--- src/pprt_cfg.svh ---
// Address map, field positions and reset codes of the peripheral input pin router.
// Assumes nothing of its surroundings; included by the package and the design modules.
`ifndef PPRT_CFG_SVH
`define PPRT_CFG_SVH

`define PPRT_NUM_INPUTS   41
`define PPRT_CODE_W       6
`define PPRT_ADDR_W       12

// Byte offsets on the register bus
`define PPRT_SEL_BASE     12'h000
`define PPRT_PORT_BASE    12'h100
`define PPRT_ANALOG_BASE  12'h110
`define PPRT_BLOCK_SPAN   12'h010

// Pin code layout: port group in the top bits, pin number below
`define PPRT_GRP_MSB      5
`define PPRT_GRP_LSB      3
`define PPRT_PIN_MSB      2
`define PPRT_GRP_A        3'h0
`define PPRT_GRP_B        3'h1
`define PPRT_GRP_C        3'h2
`define PPRT_GRP_E        3'h4
`define PPRT_E3_BIT       3

// Permitted port masks, bit 0 port A, bit 1 port B, bit 2 port C
`define PPRT_ALLOW_AB     3'h3
`define PPRT_ALLOW_AC     3'h5
`define PPRT_ALLOW_BC     3'h6

// Reset values of the analog select bits
`define PPRT_ANALOG_RST   25'h0000000

// Power-on pin codes of the input select registers
`define PPRT_RST_EXT_INT      6'h08
`define PPRT_RST_TMR0_CLK     6'h04
`define PPRT_RST_TMR1_CLK     6'h10
`define PPRT_RST_TMR1_GATE    6'h0d
`define PPRT_RST_TMR2_IN      6'h13
`define PPRT_RST_TMR3_CLK     6'h10
`define PPRT_RST_TMR3_GATE    6'h10
`define PPRT_RST_TMR4_IN      6'h15
`define PPRT_RST_TMR5_CLK     6'h12
`define PPRT_RST_TMR5_GATE    6'h0c
`define PPRT_RST_TMR6_IN      6'h0f
`define PPRT_RST_MOD_CAR_LO   6'h01
`define PPRT_RST_MOD_CAR_HI   6'h04
`define PPRT_RST_MOD_SRC      6'h05
`define PPRT_RST_CAPTURE1     6'h12
`define PPRT_RST_CAPTURE2     6'h11
`define PPRT_RST_CAPTURE3     6'h0d
`define PPRT_RST_CAPTURE4     6'h08
`define PPRT_RST_CAPTURE5     6'h04
`define PPRT_RST_WAVE1_IN     6'h08
`define PPRT_RST_WAVE2_IN     6'h09
`define PPRT_RST_WAVE3_IN     6'h08
`define PPRT_RST_LOGIC_IN0    6'h00
`define PPRT_RST_LOGIC_IN1    6'h01
`define PPRT_RST_LOGIC_IN2    6'h0e
`define PPRT_RST_LOGIC_IN3    6'h0f
`define PPRT_RST_ADC_TRIG     6'h0c
`define PPRT_RST_SER1_CLK     6'h13
`define PPRT_RST_SER1_DATA    6'h14
`define PPRT_RST_SER1_SEL     6'h05
`define PPRT_RST_SER2_CLK     6'h09
`define PPRT_RST_SER2_DATA    6'h08
`define PPRT_RST_SER2_SEL     6'h08
`define PPRT_RST_UART1_RX     6'h17
`define PPRT_RST_UART1_CK     6'h16
`define PPRT_RST_UART2_RX     6'h0f
`define PPRT_RST_UART2_CK     6'h0e
`define PPRT_RST_MEAS1_SIG    6'h11
`define PPRT_RST_MEAS1_WIN    6'h10
`define PPRT_RST_MEAS2_SIG    6'h0d
`define PPRT_RST_MEAS2_WIN    6'h0c

`endif

--- src/pprt_pkg.sv ---
// Types shared by the peripheral input pin router modules.
// Assumes the configuration header is on the include path.
`include "pprt_cfg.svh"

package pprt_pkg;

  typedef logic [`PPRT_CODE_W-1:0] pprt_code_t;

  // Port pin levels, also used for the analog select bits
  typedef struct packed {
    logic [7:0] port_a;
    logic [7:0] port_b;
    logic [7:0] port_c;
    logic       port_e3;
  } pprt_pins_t;

  typedef logic [`PPRT_NUM_INPUTS-1:0] pprt_periph_t;

  typedef enum logic [1:0] {
    PPRT_ACC_NONE,
    PPRT_ACC_SEL,
    PPRT_ACC_PORT,
    PPRT_ACC_ANALOG
  } pprt_acc_kind_t;

  typedef struct packed {
    pprt_acc_kind_t kind;
    logic [5:0]     idx;
  } pprt_decode_t;

endpackage

--- src/pprt_input_mux.sv ---
// One peripheral input: picks a pin by its code and registers the level.
// Assumes pin levels are already synchronised to mclk.
`timescale 1ns/10ps
`default_nettype none
`include "pprt_cfg.svh"

module pprt_input_mux (
  input  wire logic                 mclk,
  input  wire logic                 rst,
  input  wire pprt_pkg::pprt_code_t sel_code,
  input  wire logic [2:0]           allow,
  input  wire pprt_pkg::pprt_pins_t pins,
  output logic                      route_out
);

  logic [2:0] pin_idx;

  assign pin_idx = sel_code[`PPRT_PIN_MSB:0];

  // Same decode for every input, only the permitted mask differs
  always_ff @(posedge mclk)
  begin
    if (rst)
    begin
      route_out <= 1'b0;
    end
    else
    begin
      case (sel_code[`PPRT_GRP_MSB:`PPRT_GRP_LSB])
        `PPRT_GRP_A: route_out <= allow[0] & pins.port_a[pin_idx];
        `PPRT_GRP_B: route_out <= allow[1] & pins.port_b[pin_idx];
        `PPRT_GRP_C: route_out <= allow[2] & pins.port_c[pin_idx];
        // No input may take port E, and unused codes fall here too
        default:     route_out <= 1'b0;
      endcase
    end
  end

endmodule
`default_nettype wire

--- src/pprt_router.sv ---
// Peripheral input pin router: input select registers, pin synchronisers,
// port and analog select registers on APB, one routing mux per input.
// Assumes pins are asynchronous to mclk and peripherals run on mclk.
`timescale 1ns/10ps
`default_nettype none
`include "pprt_cfg.svh"

module pprt_router (
  input  wire logic                    mclk,
  input  wire logic                    rst,
  input  wire logic                    psel,
  input  wire logic                    penable,
  input  wire logic                    pwrite,
  input  wire logic [`PPRT_ADDR_W-1:0] paddr,
  input  wire logic [31:0]             pwdata,
  output logic [31:0]                  prdata,
  output logic                         pready,
  output logic                         pslverr,
  input  wire pprt_pkg::pprt_pins_t    pins_in,
  output var  pprt_pkg::pprt_periph_t   periph_in
);

  ////////////////////////////////////////////////////////////////////////////
  // Lookup functions

  function automatic logic [2:0] pprt_allowed(input int unsigned i);
    case (i)
      0, 1:                                  pprt_allowed = `PPRT_ALLOW_AB;
      2, 4, 6, 8, 11, 12, 13, 18, 22, 23, 29: pprt_allowed = `PPRT_ALLOW_AC;
      default:                               pprt_allowed = `PPRT_ALLOW_BC;
    endcase
  endfunction

  function automatic pprt_pkg::pprt_code_t pprt_reset_code(input int unsigned i);
    case (i)
      0:       pprt_reset_code = `PPRT_RST_EXT_INT;
      1:       pprt_reset_code = `PPRT_RST_TMR0_CLK;
      2:       pprt_reset_code = `PPRT_RST_TMR1_CLK;
      3:       pprt_reset_code = `PPRT_RST_TMR1_GATE;
      4:       pprt_reset_code = `PPRT_RST_TMR2_IN;
      5:       pprt_reset_code = `PPRT_RST_TMR3_CLK;
      6:       pprt_reset_code = `PPRT_RST_TMR3_GATE;
      7:       pprt_reset_code = `PPRT_RST_TMR4_IN;
      8:       pprt_reset_code = `PPRT_RST_TMR5_CLK;
      9:       pprt_reset_code = `PPRT_RST_TMR5_GATE;
      10:      pprt_reset_code = `PPRT_RST_TMR6_IN;
      11:      pprt_reset_code = `PPRT_RST_MOD_CAR_LO;
      12:      pprt_reset_code = `PPRT_RST_MOD_CAR_HI;
      13:      pprt_reset_code = `PPRT_RST_MOD_SRC;
      14:      pprt_reset_code = `PPRT_RST_CAPTURE1;
      15:      pprt_reset_code = `PPRT_RST_CAPTURE2;
      16:      pprt_reset_code = `PPRT_RST_CAPTURE3;
      17:      pprt_reset_code = `PPRT_RST_CAPTURE4;
      18:      pprt_reset_code = `PPRT_RST_CAPTURE5;
      19:      pprt_reset_code = `PPRT_RST_WAVE1_IN;
      20:      pprt_reset_code = `PPRT_RST_WAVE2_IN;
      21:      pprt_reset_code = `PPRT_RST_WAVE3_IN;
      22:      pprt_reset_code = `PPRT_RST_LOGIC_IN0;
      23:      pprt_reset_code = `PPRT_RST_LOGIC_IN1;
      24:      pprt_reset_code = `PPRT_RST_LOGIC_IN2;
      25:      pprt_reset_code = `PPRT_RST_LOGIC_IN3;
      26:      pprt_reset_code = `PPRT_RST_ADC_TRIG;
      27:      pprt_reset_code = `PPRT_RST_SER1_CLK;
      28:      pprt_reset_code = `PPRT_RST_SER1_DATA;
      29:      pprt_reset_code = `PPRT_RST_SER1_SEL;
      30:      pprt_reset_code = `PPRT_RST_SER2_CLK;
      31:      pprt_reset_code = `PPRT_RST_SER2_DATA;
      32:      pprt_reset_code = `PPRT_RST_SER2_SEL;
      33:      pprt_reset_code = `PPRT_RST_UART1_RX;
      34:      pprt_reset_code = `PPRT_RST_UART1_CK;
      35:      pprt_reset_code = `PPRT_RST_UART2_RX;
      36:      pprt_reset_code = `PPRT_RST_UART2_CK;
      37:      pprt_reset_code = `PPRT_RST_MEAS1_SIG;
      38:      pprt_reset_code = `PPRT_RST_MEAS1_WIN;
      39:      pprt_reset_code = `PPRT_RST_MEAS2_SIG;
      40:      pprt_reset_code = `PPRT_RST_MEAS2_WIN;
      default: pprt_reset_code = 6'h00;
    endcase
  endfunction

  // Used by both the read and the write path
  function automatic pprt_pkg::pprt_decode_t pprt_decode(input logic [`PPRT_ADDR_W-1:0] addr);
    pprt_pkg::pprt_decode_t d;
    d.kind = pprt_pkg::PPRT_ACC_NONE;
    d.idx  = addr[7:2];
    if (addr[1:0] != 2'h0)
    begin
      d.kind = pprt_pkg::PPRT_ACC_NONE;
    end
    else if (addr < `PPRT_SEL_BASE + 12'(4 * `PPRT_NUM_INPUTS))
    begin
      d.kind = pprt_pkg::PPRT_ACC_SEL;
    end
    else if (addr >= `PPRT_PORT_BASE && addr < `PPRT_PORT_BASE + `PPRT_BLOCK_SPAN)
    begin
      d.kind = pprt_pkg::PPRT_ACC_PORT;
      d.idx  = {4'h0, addr[3:2]};
    end
    else if (addr >= `PPRT_ANALOG_BASE && addr < `PPRT_ANALOG_BASE + `PPRT_BLOCK_SPAN)
    begin
      d.kind = pprt_pkg::PPRT_ACC_ANALOG;
      d.idx  = {4'h0, addr[3:2]};
    end
    pprt_decode = d;
  endfunction

  // Narrow port view placed in the low bits of a bus word
  function automatic logic [31:0] pprt_port_word(input pprt_pkg::pprt_pins_t p,
                                                 input logic [1:0]           grp);
    case (grp)
      2'h0:    pprt_port_word = {24'h000000, p.port_a};
      2'h1:    pprt_port_word = {24'h000000, p.port_b};
      2'h2:    pprt_port_word = {24'h000000, p.port_c};
      default: pprt_port_word = {28'h0000000, p.port_e3, 3'h0};
    endcase
  endfunction

  ////////////////////////////////////////////////////////////////////////////
  // Declarations

  pprt_pkg::pprt_decode_t dec;
  pprt_pkg::pprt_code_t   sel_reg [0:`PPRT_NUM_INPUTS-1];
  pprt_pkg::pprt_pins_t   analog_sel_reg;
  pprt_pkg::pprt_pins_t   sync1_reg;
  pprt_pkg::pprt_pins_t   sync2_reg;
  pprt_pkg::pprt_pins_t   sync3_reg;
  pprt_pkg::pprt_pins_t   level_reg;
  pprt_pkg::pprt_pins_t   digital_in;
  logic                   setup_phase;
  logic                   wr_en;

  assign dec         = pprt_decode(paddr);
  assign setup_phase = psel & ~penable & ~pready;
  assign wr_en       = psel & penable & pready & pwrite;

  ////////////////////////////////////////////////////////////////////////////
  // Pin synchronisers

  // Three stages; a level counts only once stages two and three agree
  always_ff @(posedge mclk)
  begin
    if (rst)
    begin
      sync1_reg <= 25'h0000000;
      sync2_reg <= 25'h0000000;
      sync3_reg <= 25'h0000000;
    end
    else
    begin
      sync1_reg <= pins_in;
      sync2_reg <= sync1_reg;
      sync3_reg <= sync2_reg;
    end
  end

  always_ff @(posedge mclk)
  begin
    if (rst)
    begin
      level_reg <= 25'h0000000;
    end
    else
    begin
      level_reg <= (sync2_reg == sync3_reg) ? sync3_reg : level_reg;
    end
  end

  // Analog select turns the digital buffer off; the pin then reads low
  assign digital_in = level_reg & ~analog_sel_reg;

  ////////////////////////////////////////////////////////////////////////////
  // Registers

  generate
    for (genvar i = 0; i < `PPRT_NUM_INPUTS; i++)
    begin : g_input
      always_ff @(posedge mclk)
      begin
        if (rst)
        begin
          sel_reg[i] <= pprt_reset_code(i);
        end
        else if (wr_en && dec.kind == pprt_pkg::PPRT_ACC_SEL && dec.idx == 6'(i))
        begin
          sel_reg[i] <= pwdata[`PPRT_CODE_W-1:0];
        end
      end

      // Every mux sees all pins, so sharing a pin costs nothing
      pprt_input_mux u_mux (
        .mclk      (mclk),
        .rst       (rst),
        .sel_code  (sel_reg[i]),
        .allow     (pprt_allowed(i)),
        .pins      (digital_in),
        .route_out (periph_in[i])
      );
    end
  endgenerate

  always_ff @(posedge mclk)
  begin
    if (rst)
    begin
      analog_sel_reg <= `PPRT_ANALOG_RST;
    end
    else if (wr_en && dec.kind == pprt_pkg::PPRT_ACC_ANALOG)
    begin
      case (dec.idx[1:0])
        2'h0:    analog_sel_reg.port_a  <= pwdata[7:0];
        2'h1:    analog_sel_reg.port_b  <= pwdata[7:0];
        2'h2:    analog_sel_reg.port_c  <= pwdata[7:0];
        default: analog_sel_reg.port_e3 <= pwdata[`PPRT_E3_BIT];
      endcase
    end
  end

  ////////////////////////////////////////////////////////////////////////////
  // APB slave

  // One wait-free access cycle: ready is raised in the cycle after setup
  always_ff @(posedge mclk)
  begin
    if (rst)
    begin
      pready <= 1'b0;
    end
    else
    begin
      pready <= setup_phase;
    end
  end

  always_ff @(posedge mclk)
  begin
    if (rst)
    begin
      pslverr <= 1'b0;
    end
    else
    begin
      // Error stands only in the access cycle, like ready
      pslverr <= setup_phase && (dec.kind == pprt_pkg::PPRT_ACC_NONE);
    end
  end

  // Read data captured at setup; port reads ignore all routing
  always_ff @(posedge mclk)
  begin
    if (rst)
    begin
      prdata <= 32'h00000000;
    end
    else if (setup_phase && !pwrite)
    begin
      case (dec.kind)
        pprt_pkg::PPRT_ACC_SEL:    prdata <= {26'h0000000, sel_reg[dec.idx]};
        pprt_pkg::PPRT_ACC_PORT:   prdata <= pprt_port_word(digital_in, dec.idx[1:0]);
        pprt_pkg::PPRT_ACC_ANALOG: prdata <= pprt_port_word(analog_sel_reg, dec.idx[1:0]);
        default:                   prdata <= 32'h00000000;
      endcase
    end
    else if (!psel)
    begin
      prdata <= 32'h00000000;
    end
  end

endmodule
`default_nettype wire

--- config.mk ---
export PLATFORM = sky130hd
export DESIGN_NAME = pprt_router
export DESIGN_NICKNAME = d
export VERILOG_FILES = /design/src/pprt_pkg.sv /design/src/pprt_input_mux.sv /design/src/pprt_router.sv
export VERILOG_INCLUDE_DIRS = /design/src /design/src/src
export SDC_FILE = /design/constraint.sdc
export NUM_CORES = 1
export LEC_CHECK = 0
export BUFFER_PORTS_ARGS = -buffer_cell sky130_fd_sc_hd__buf_2
export CORE_ASPECT_RATIO = 1.75
export CORE_MARGIN = 4
export CORE_UTILIZATION = 33
export CTS_CLUSTER_SIZE = 16
export DETAILED_ROUTE_END_ITERATION = 12
export HOLD_SLACK_MARGIN = 0.06
export PLACE_DENSITY = 0.47
export SYNTH_ARGS = -nofsm -noshare
export SYNTH_HDL_FRONTEND = slang
export SYNTH_SLANG_ARGS = --single-unit
--- constraint.sdc ---
create_clock -name mclk -period 4.85 [get_ports mclk]
set_clock_uncertainty 0.15 [all_clocks]
set_input_delay 0.2425 -clock mclk [delete_from_list [all_inputs] [get_ports mclk]]
set_output_delay 0.2425 -clock mclk [all_outputs]
set_load 0.05 [all_outputs]
# Yosys cells after proc, flatten, opt, wreduce, memory -nomap -nowiden
# Memory sizes are Yosys's and may differ from the RTL's.
# Index checks and enable logic that the tools add are counted.
[word_totals]
register_bits = 200
ramBits = 246
inputBits = 74
output_inout_bits = 75
elab_cells = 730
mem_count = 1
[op_classes]
magnitude_cmp = 46
n_eq_ne = 116
mux = 382
bitwise_logic = 51
reduce_logical = 70
[memory_table]
columns = ["memory", "words", "word_bits", "read_ports", "rd_ports_with_merged_regs", "write_ports", "line_no", "text"]
rows = [
  ["sel_reg", 41, 6, 42, 0, 41, "pprt_router.sv:122", "pprt_pkg::pprt_code_t sel_reg [0:`PPRT_NUM_INPUTS-1];"],
]
[ops]
columns = ["cell", "count"]
rows = [
  ["6-bit 2-to-1 mux", 43],
  ["1-bit binary-select mux with 3-bit select", 82],
  ["1-bit 2-to-1 mux", 207],
  ["3-bit by 4-bit less-than comparator with 1-bit output, second input constant", 41],
  ["3-bit by 2-bit == test with 1-bit output, second input constant", 39],
  ["6-bit by 5-bit == test with 1-bit output, second input constant", 16],
  ["3-bit by 1-bit == test with 1-bit output, second input constant", 30],
  ["1-bit case mux with 2 select lines", 41],
  ["8-bit case mux with 3 select lines", 3],
  ["32-bit 2-to-1 mux", 2],
  ["6-bit == test, second input constant", 9],
  ["6-bit by 4-bit == test with 1-bit output, second input constant", 8],
  ["1-bit logical AND", 47],
  ["1-bit OR", 41],
  ["3-bit logical NOT", 13],
  ["25-bit AND", 1],
  ["25-bit == test", 1],
  ["25-bit inverter", 1],
  ["6-bit by 3-bit == test with 1-bit output, second input constant", 4],
  ["12-bit by 9-bit >= comparator with 1-bit output, second input constant", 2],
  ["12-bit by 9-bit less-than comparator with 1-bit output, second input constant", 2],
  ["8-bit 2-to-1 mux", 2],
  ["6-bit by 2-bit == test with 1-bit output, second input constant", 2],
  ["12-bit by 8-bit less-than comparator with 1-bit output, second input constant", 1],
  ["other kinds (13)", 27],
]

# Depth between registers and ports, before layout
[logic_depth]
word_depth = 13
depth_mapped = 10
ltp_nobuf = 6

# By module
# Synthesis repeated with hierarchy kept, for this count alone.
[unflattened]
hier_cells = 2904
area_unflattened_um2 = 28184.5
[by_module_without_submodules]
columns = ["mod", "n_inst", "cells_per_inst", "area_each_um2", "seq_area_each_um2"]
rows = [
  ["pprt_router", 1, 1387, 16796.1, 10089.7],
  ["pprt_input_mux", 41, 37, 277.8, 20.0],
]

# Least setup slack after synthesis
# Ideal clock, no wire load.
[synth_timing]
path_kind = "register to register"
from = "register pready"
to = "memory sel_reg[40][2] (netlist name), data pin"
t_arrival_ns = 2.030
required_ns = 4.435
path_slack_ns = 2.404
stages_incl_launch_ff = 7
path_buffers = 2
path_cell_list = "dfxtp_1 nand4_4 nor4_2 buf_4 nand2_1 clkbuf_1 or3_1"
[synth_rtl]
columns = ["item", "line_no", "text"]
rows = [
  ["from (decl)", "pprt_router.sv:17", "output logic pready,"],
  ["from (signal assigned)", "pprt_router.sv:230", "pready <= setup_phase;"],
  ["to (decl)", "pprt_router.sv:122", ""],
]

==> run summary <==
DP Worst Slack - 1166 ps
Postcts setup bufs - 0
Initial antenna violation count - 3
Reg clk slew, reported paths - 60 ps
Fin crit period - 3447 ps
Clk_lat worst skew - 580 ps
Final TNS setup - 0 ps
Peak VDD IR - 0.2510 mV
Initial Util - 33.23%
Overall power - 7.993 mW
Status - finished, final reports clean
Routability cong. - 0.9385
Synth unique cells - 63
CP arrival - 3580 ps
DP HPWL - 60740 µm
Placed cell area - 0.02480 mm²
Core Rows - 130
Largest net degree at the start of global routing - 143
Final Max Slew Viols - 0
Layout overhead on the synthesized area - 11.79%
Die area - 0.07659 mm²
Layout Nets - 2047
Cells after Synth - 1961
HP Class - in -> reg
GRT Total Usage - 23.39%
RSZ-0062 raised after global routing - no
CP Class - reg -> reg
Total core area - 0.07157 mm²
Dominant synthesized flop cell - edfxtp_1
Largest area contributor in the netlist - edfxtp_1
Final WS setup - 1403 ps
Most area-consuming cells after synthesis - edfxtp_1 (31%), mux4_2 (22%), dfxtp_1 (15%)
Io pins - 149
Number of flops mapped to enable cells by yosys - 246
Chip height - 363.1 µm
Startpoint type of the worst setup path - register
PostCTS Resize Cnt - 0
Avg Inst Size Synth - 12.13 µm²
Worst-Margin Slew - 1194 ps
Max Cap Viol - 0
Share of cells above drive strength 1 - 25.92%
Rel. slew slack - 19.78%
Setup crit end kind - register
Setup violators final - 0
Final instance area - 0.02658 mm²
# DRC - 0
Post-synthesis sequential area ratio - 45.88%
Initial DRT Pass Iterations - 5
Post-Syn Area - 0.02378 mm²
First-pass GRT wire length - 129900 µm
Area share of the largest cell type after synthesis - 31.07%
#FFs+latches synth - 422
Detailed Route Iter0 Violations - 1790
Vias in the first global route - 17.93k
Via density - 5.972
F_max - 290.1 MHz
Hold Vio Cnt, Final - 0
Async set-reset flop share out of synthesis - 0%
CTS Buf Count - 44
CTS max path bufs - 3
Routed WL - 91460 µm
Post-DRT Antenna Nets - 0
LEAKAGE - 8.692 nW
Cell Pwr Density - 300.7 mW/mm²
CTS tree - done
# clock sinks - 422
Worst path required time - 4980 ps
Drt wl/cell - 31.18 µm
Final period util - 71.07%
Via count - 17.52k
Worst Path Max Fanout - 24
Buffers added on ports - 100
Gr ovfl total - 0
Max reg flops - 246
Die W - 210.9 µm
CTS H-tree depth - 2
Yosys Warn Count - 0
Root Driver - clkbuf_16
-- cells by family (layout without fill, tap and decap cells) --
logic type	after synthesis	count (layout)	share of synthesized area [%]
and+or+nand+nor	724	724	16.57
DFF	422	422	45.88
muxes	297	297	24.71
buffers and inverters	257	279	5.362
AOI/OAI and AO/OA	235	235	6.535
xor gates and xnor gates	25	25	0.9208
other	1	27	0.01577
-- worst paths after layout --
path | startpoint | endpoint | slack [ps] | depth (start not counted)
max | pready | sel_reg[39][3] | 1400 | 6
min | rst | prdata[7] | 120 | 2
max reg2reg | pready | sel_reg[39][3] | 1400 | 6
min reg2reg | sync1_reg[9] | sync2_reg[9] | 280 | 1
-- routing by layer --
layer  vias to the layer above  global-route usage (%)  share of wire (%)  wire length [µm]
li1                       7350                       -                  -                 -
met1                      8866                   26.84                 35             32170
met2                      1023                   40.95                 51             46230
met3                       276                   3.642                7.2              6557
met4                         2                   13.89                7.1              6492
met5                         -                       0              0.014                13
-- worst max-delay path: stages, from the launching register on --
cell     delay, ps
dfxtp_1        480
nand4_4        280
nor4_2         760
buf_4          290
nand2_1        540
nor3_1         540
nand2_1        100
-- synth_stat cells (all sizes together), types with 6 or more instances --
cell / number
a22oi: 8
a21o: 36
buf: 105
and2: 76
nand2: 168
a211oi: 31
xnor2: 14
nand2b: 36
xor2: 11
o21ai: 60
a21oi: 41
nor3: 86
nor4: 41
nand3b: 56
mux4: 231
o21bai: 6
o22ai: 17
mux2i: 56
nand3: 8
mux2: 10
edfxtp: 246
dfxtp: 176
o211ai: 6
a2bb2oi: 6
inv: 9
clkbuf: 142
or2: 15
nand4: 13
nor2b: 92
nor2: 100
o22a: 8
or3: 28
-- through the flow --
step                      instances  utilization, %  hold slack (ps)
final                          2933           37.14            115.9
after global placement         2817           34.65            268.4
after floorplan                1984               -            220.7
after global routing           2930           37.13            111.4
after CTS                      2930           37.13            97.74
after detailed placement       2817           34.65            270.4
-- layout by cell type (no fill, tap or decap), types with 14 or more instances in the layout --
cell type / netlist / layout
a211oi_1: 31 / 31
a21o_1: 36 / 36
a21oi_1: 41 / 41
and2_1: 76 / 76
buf_2: 28 / 97
buf_4: 71 / 56
clkbuf_16: 0 / 48
conb_1: 1 / 24
dfxtp_1: 176 / 176
dlygate4sd3_1: 0 / 34
edfxtp_1: 246 / 246
mux2i_1: 56 / 56
mux4_2: 231 / 231
nand2_1: 166 / 166
nand2b_1: 36 / 32
nand3b_1: 56 / 56
nor2_1: 98 / 98
nor2b_1: 92 / 84
nor3_1: 83 / 83
nor4_1: 30 / 30
o21ai_0: 59 / 59
o22ai_1: 17 / 17
or2_2: 15 / 15
or3_1: 28 / 28
xnor2_1: 14 / 14
-- report_power, final --
group | leakage, nW | internal, mW | switching [mW] | total (mW)
logic | 4.25 | 0.205 | 0.414 | 0.619
clock network | 0.712 | 1.94 | 1.51 | 3.44
registers | 3.73 | 3.85 | 0.0781 | 3.93
total | 8.69 | 5.99 | 2.00 | 7.99
-- cell type report --
class	count	area (µm²)
fillers	6978	44990
multi-input cells	1305	11740
flip-flops and latches	422	10910
repair buffers	190	1300
clock buffers	54	1244
well taps	924	1156
clock inverters	25	191.4
inverters	10	37.54
diodes	3	7.507
-- what timing repair did --
item                       4_1_cts  5_1_grt
hold buffers                    34        0
hold endpoints to repair        46        0
setup endpoints to repair        0        0
(Power assumes the default switching activity.)
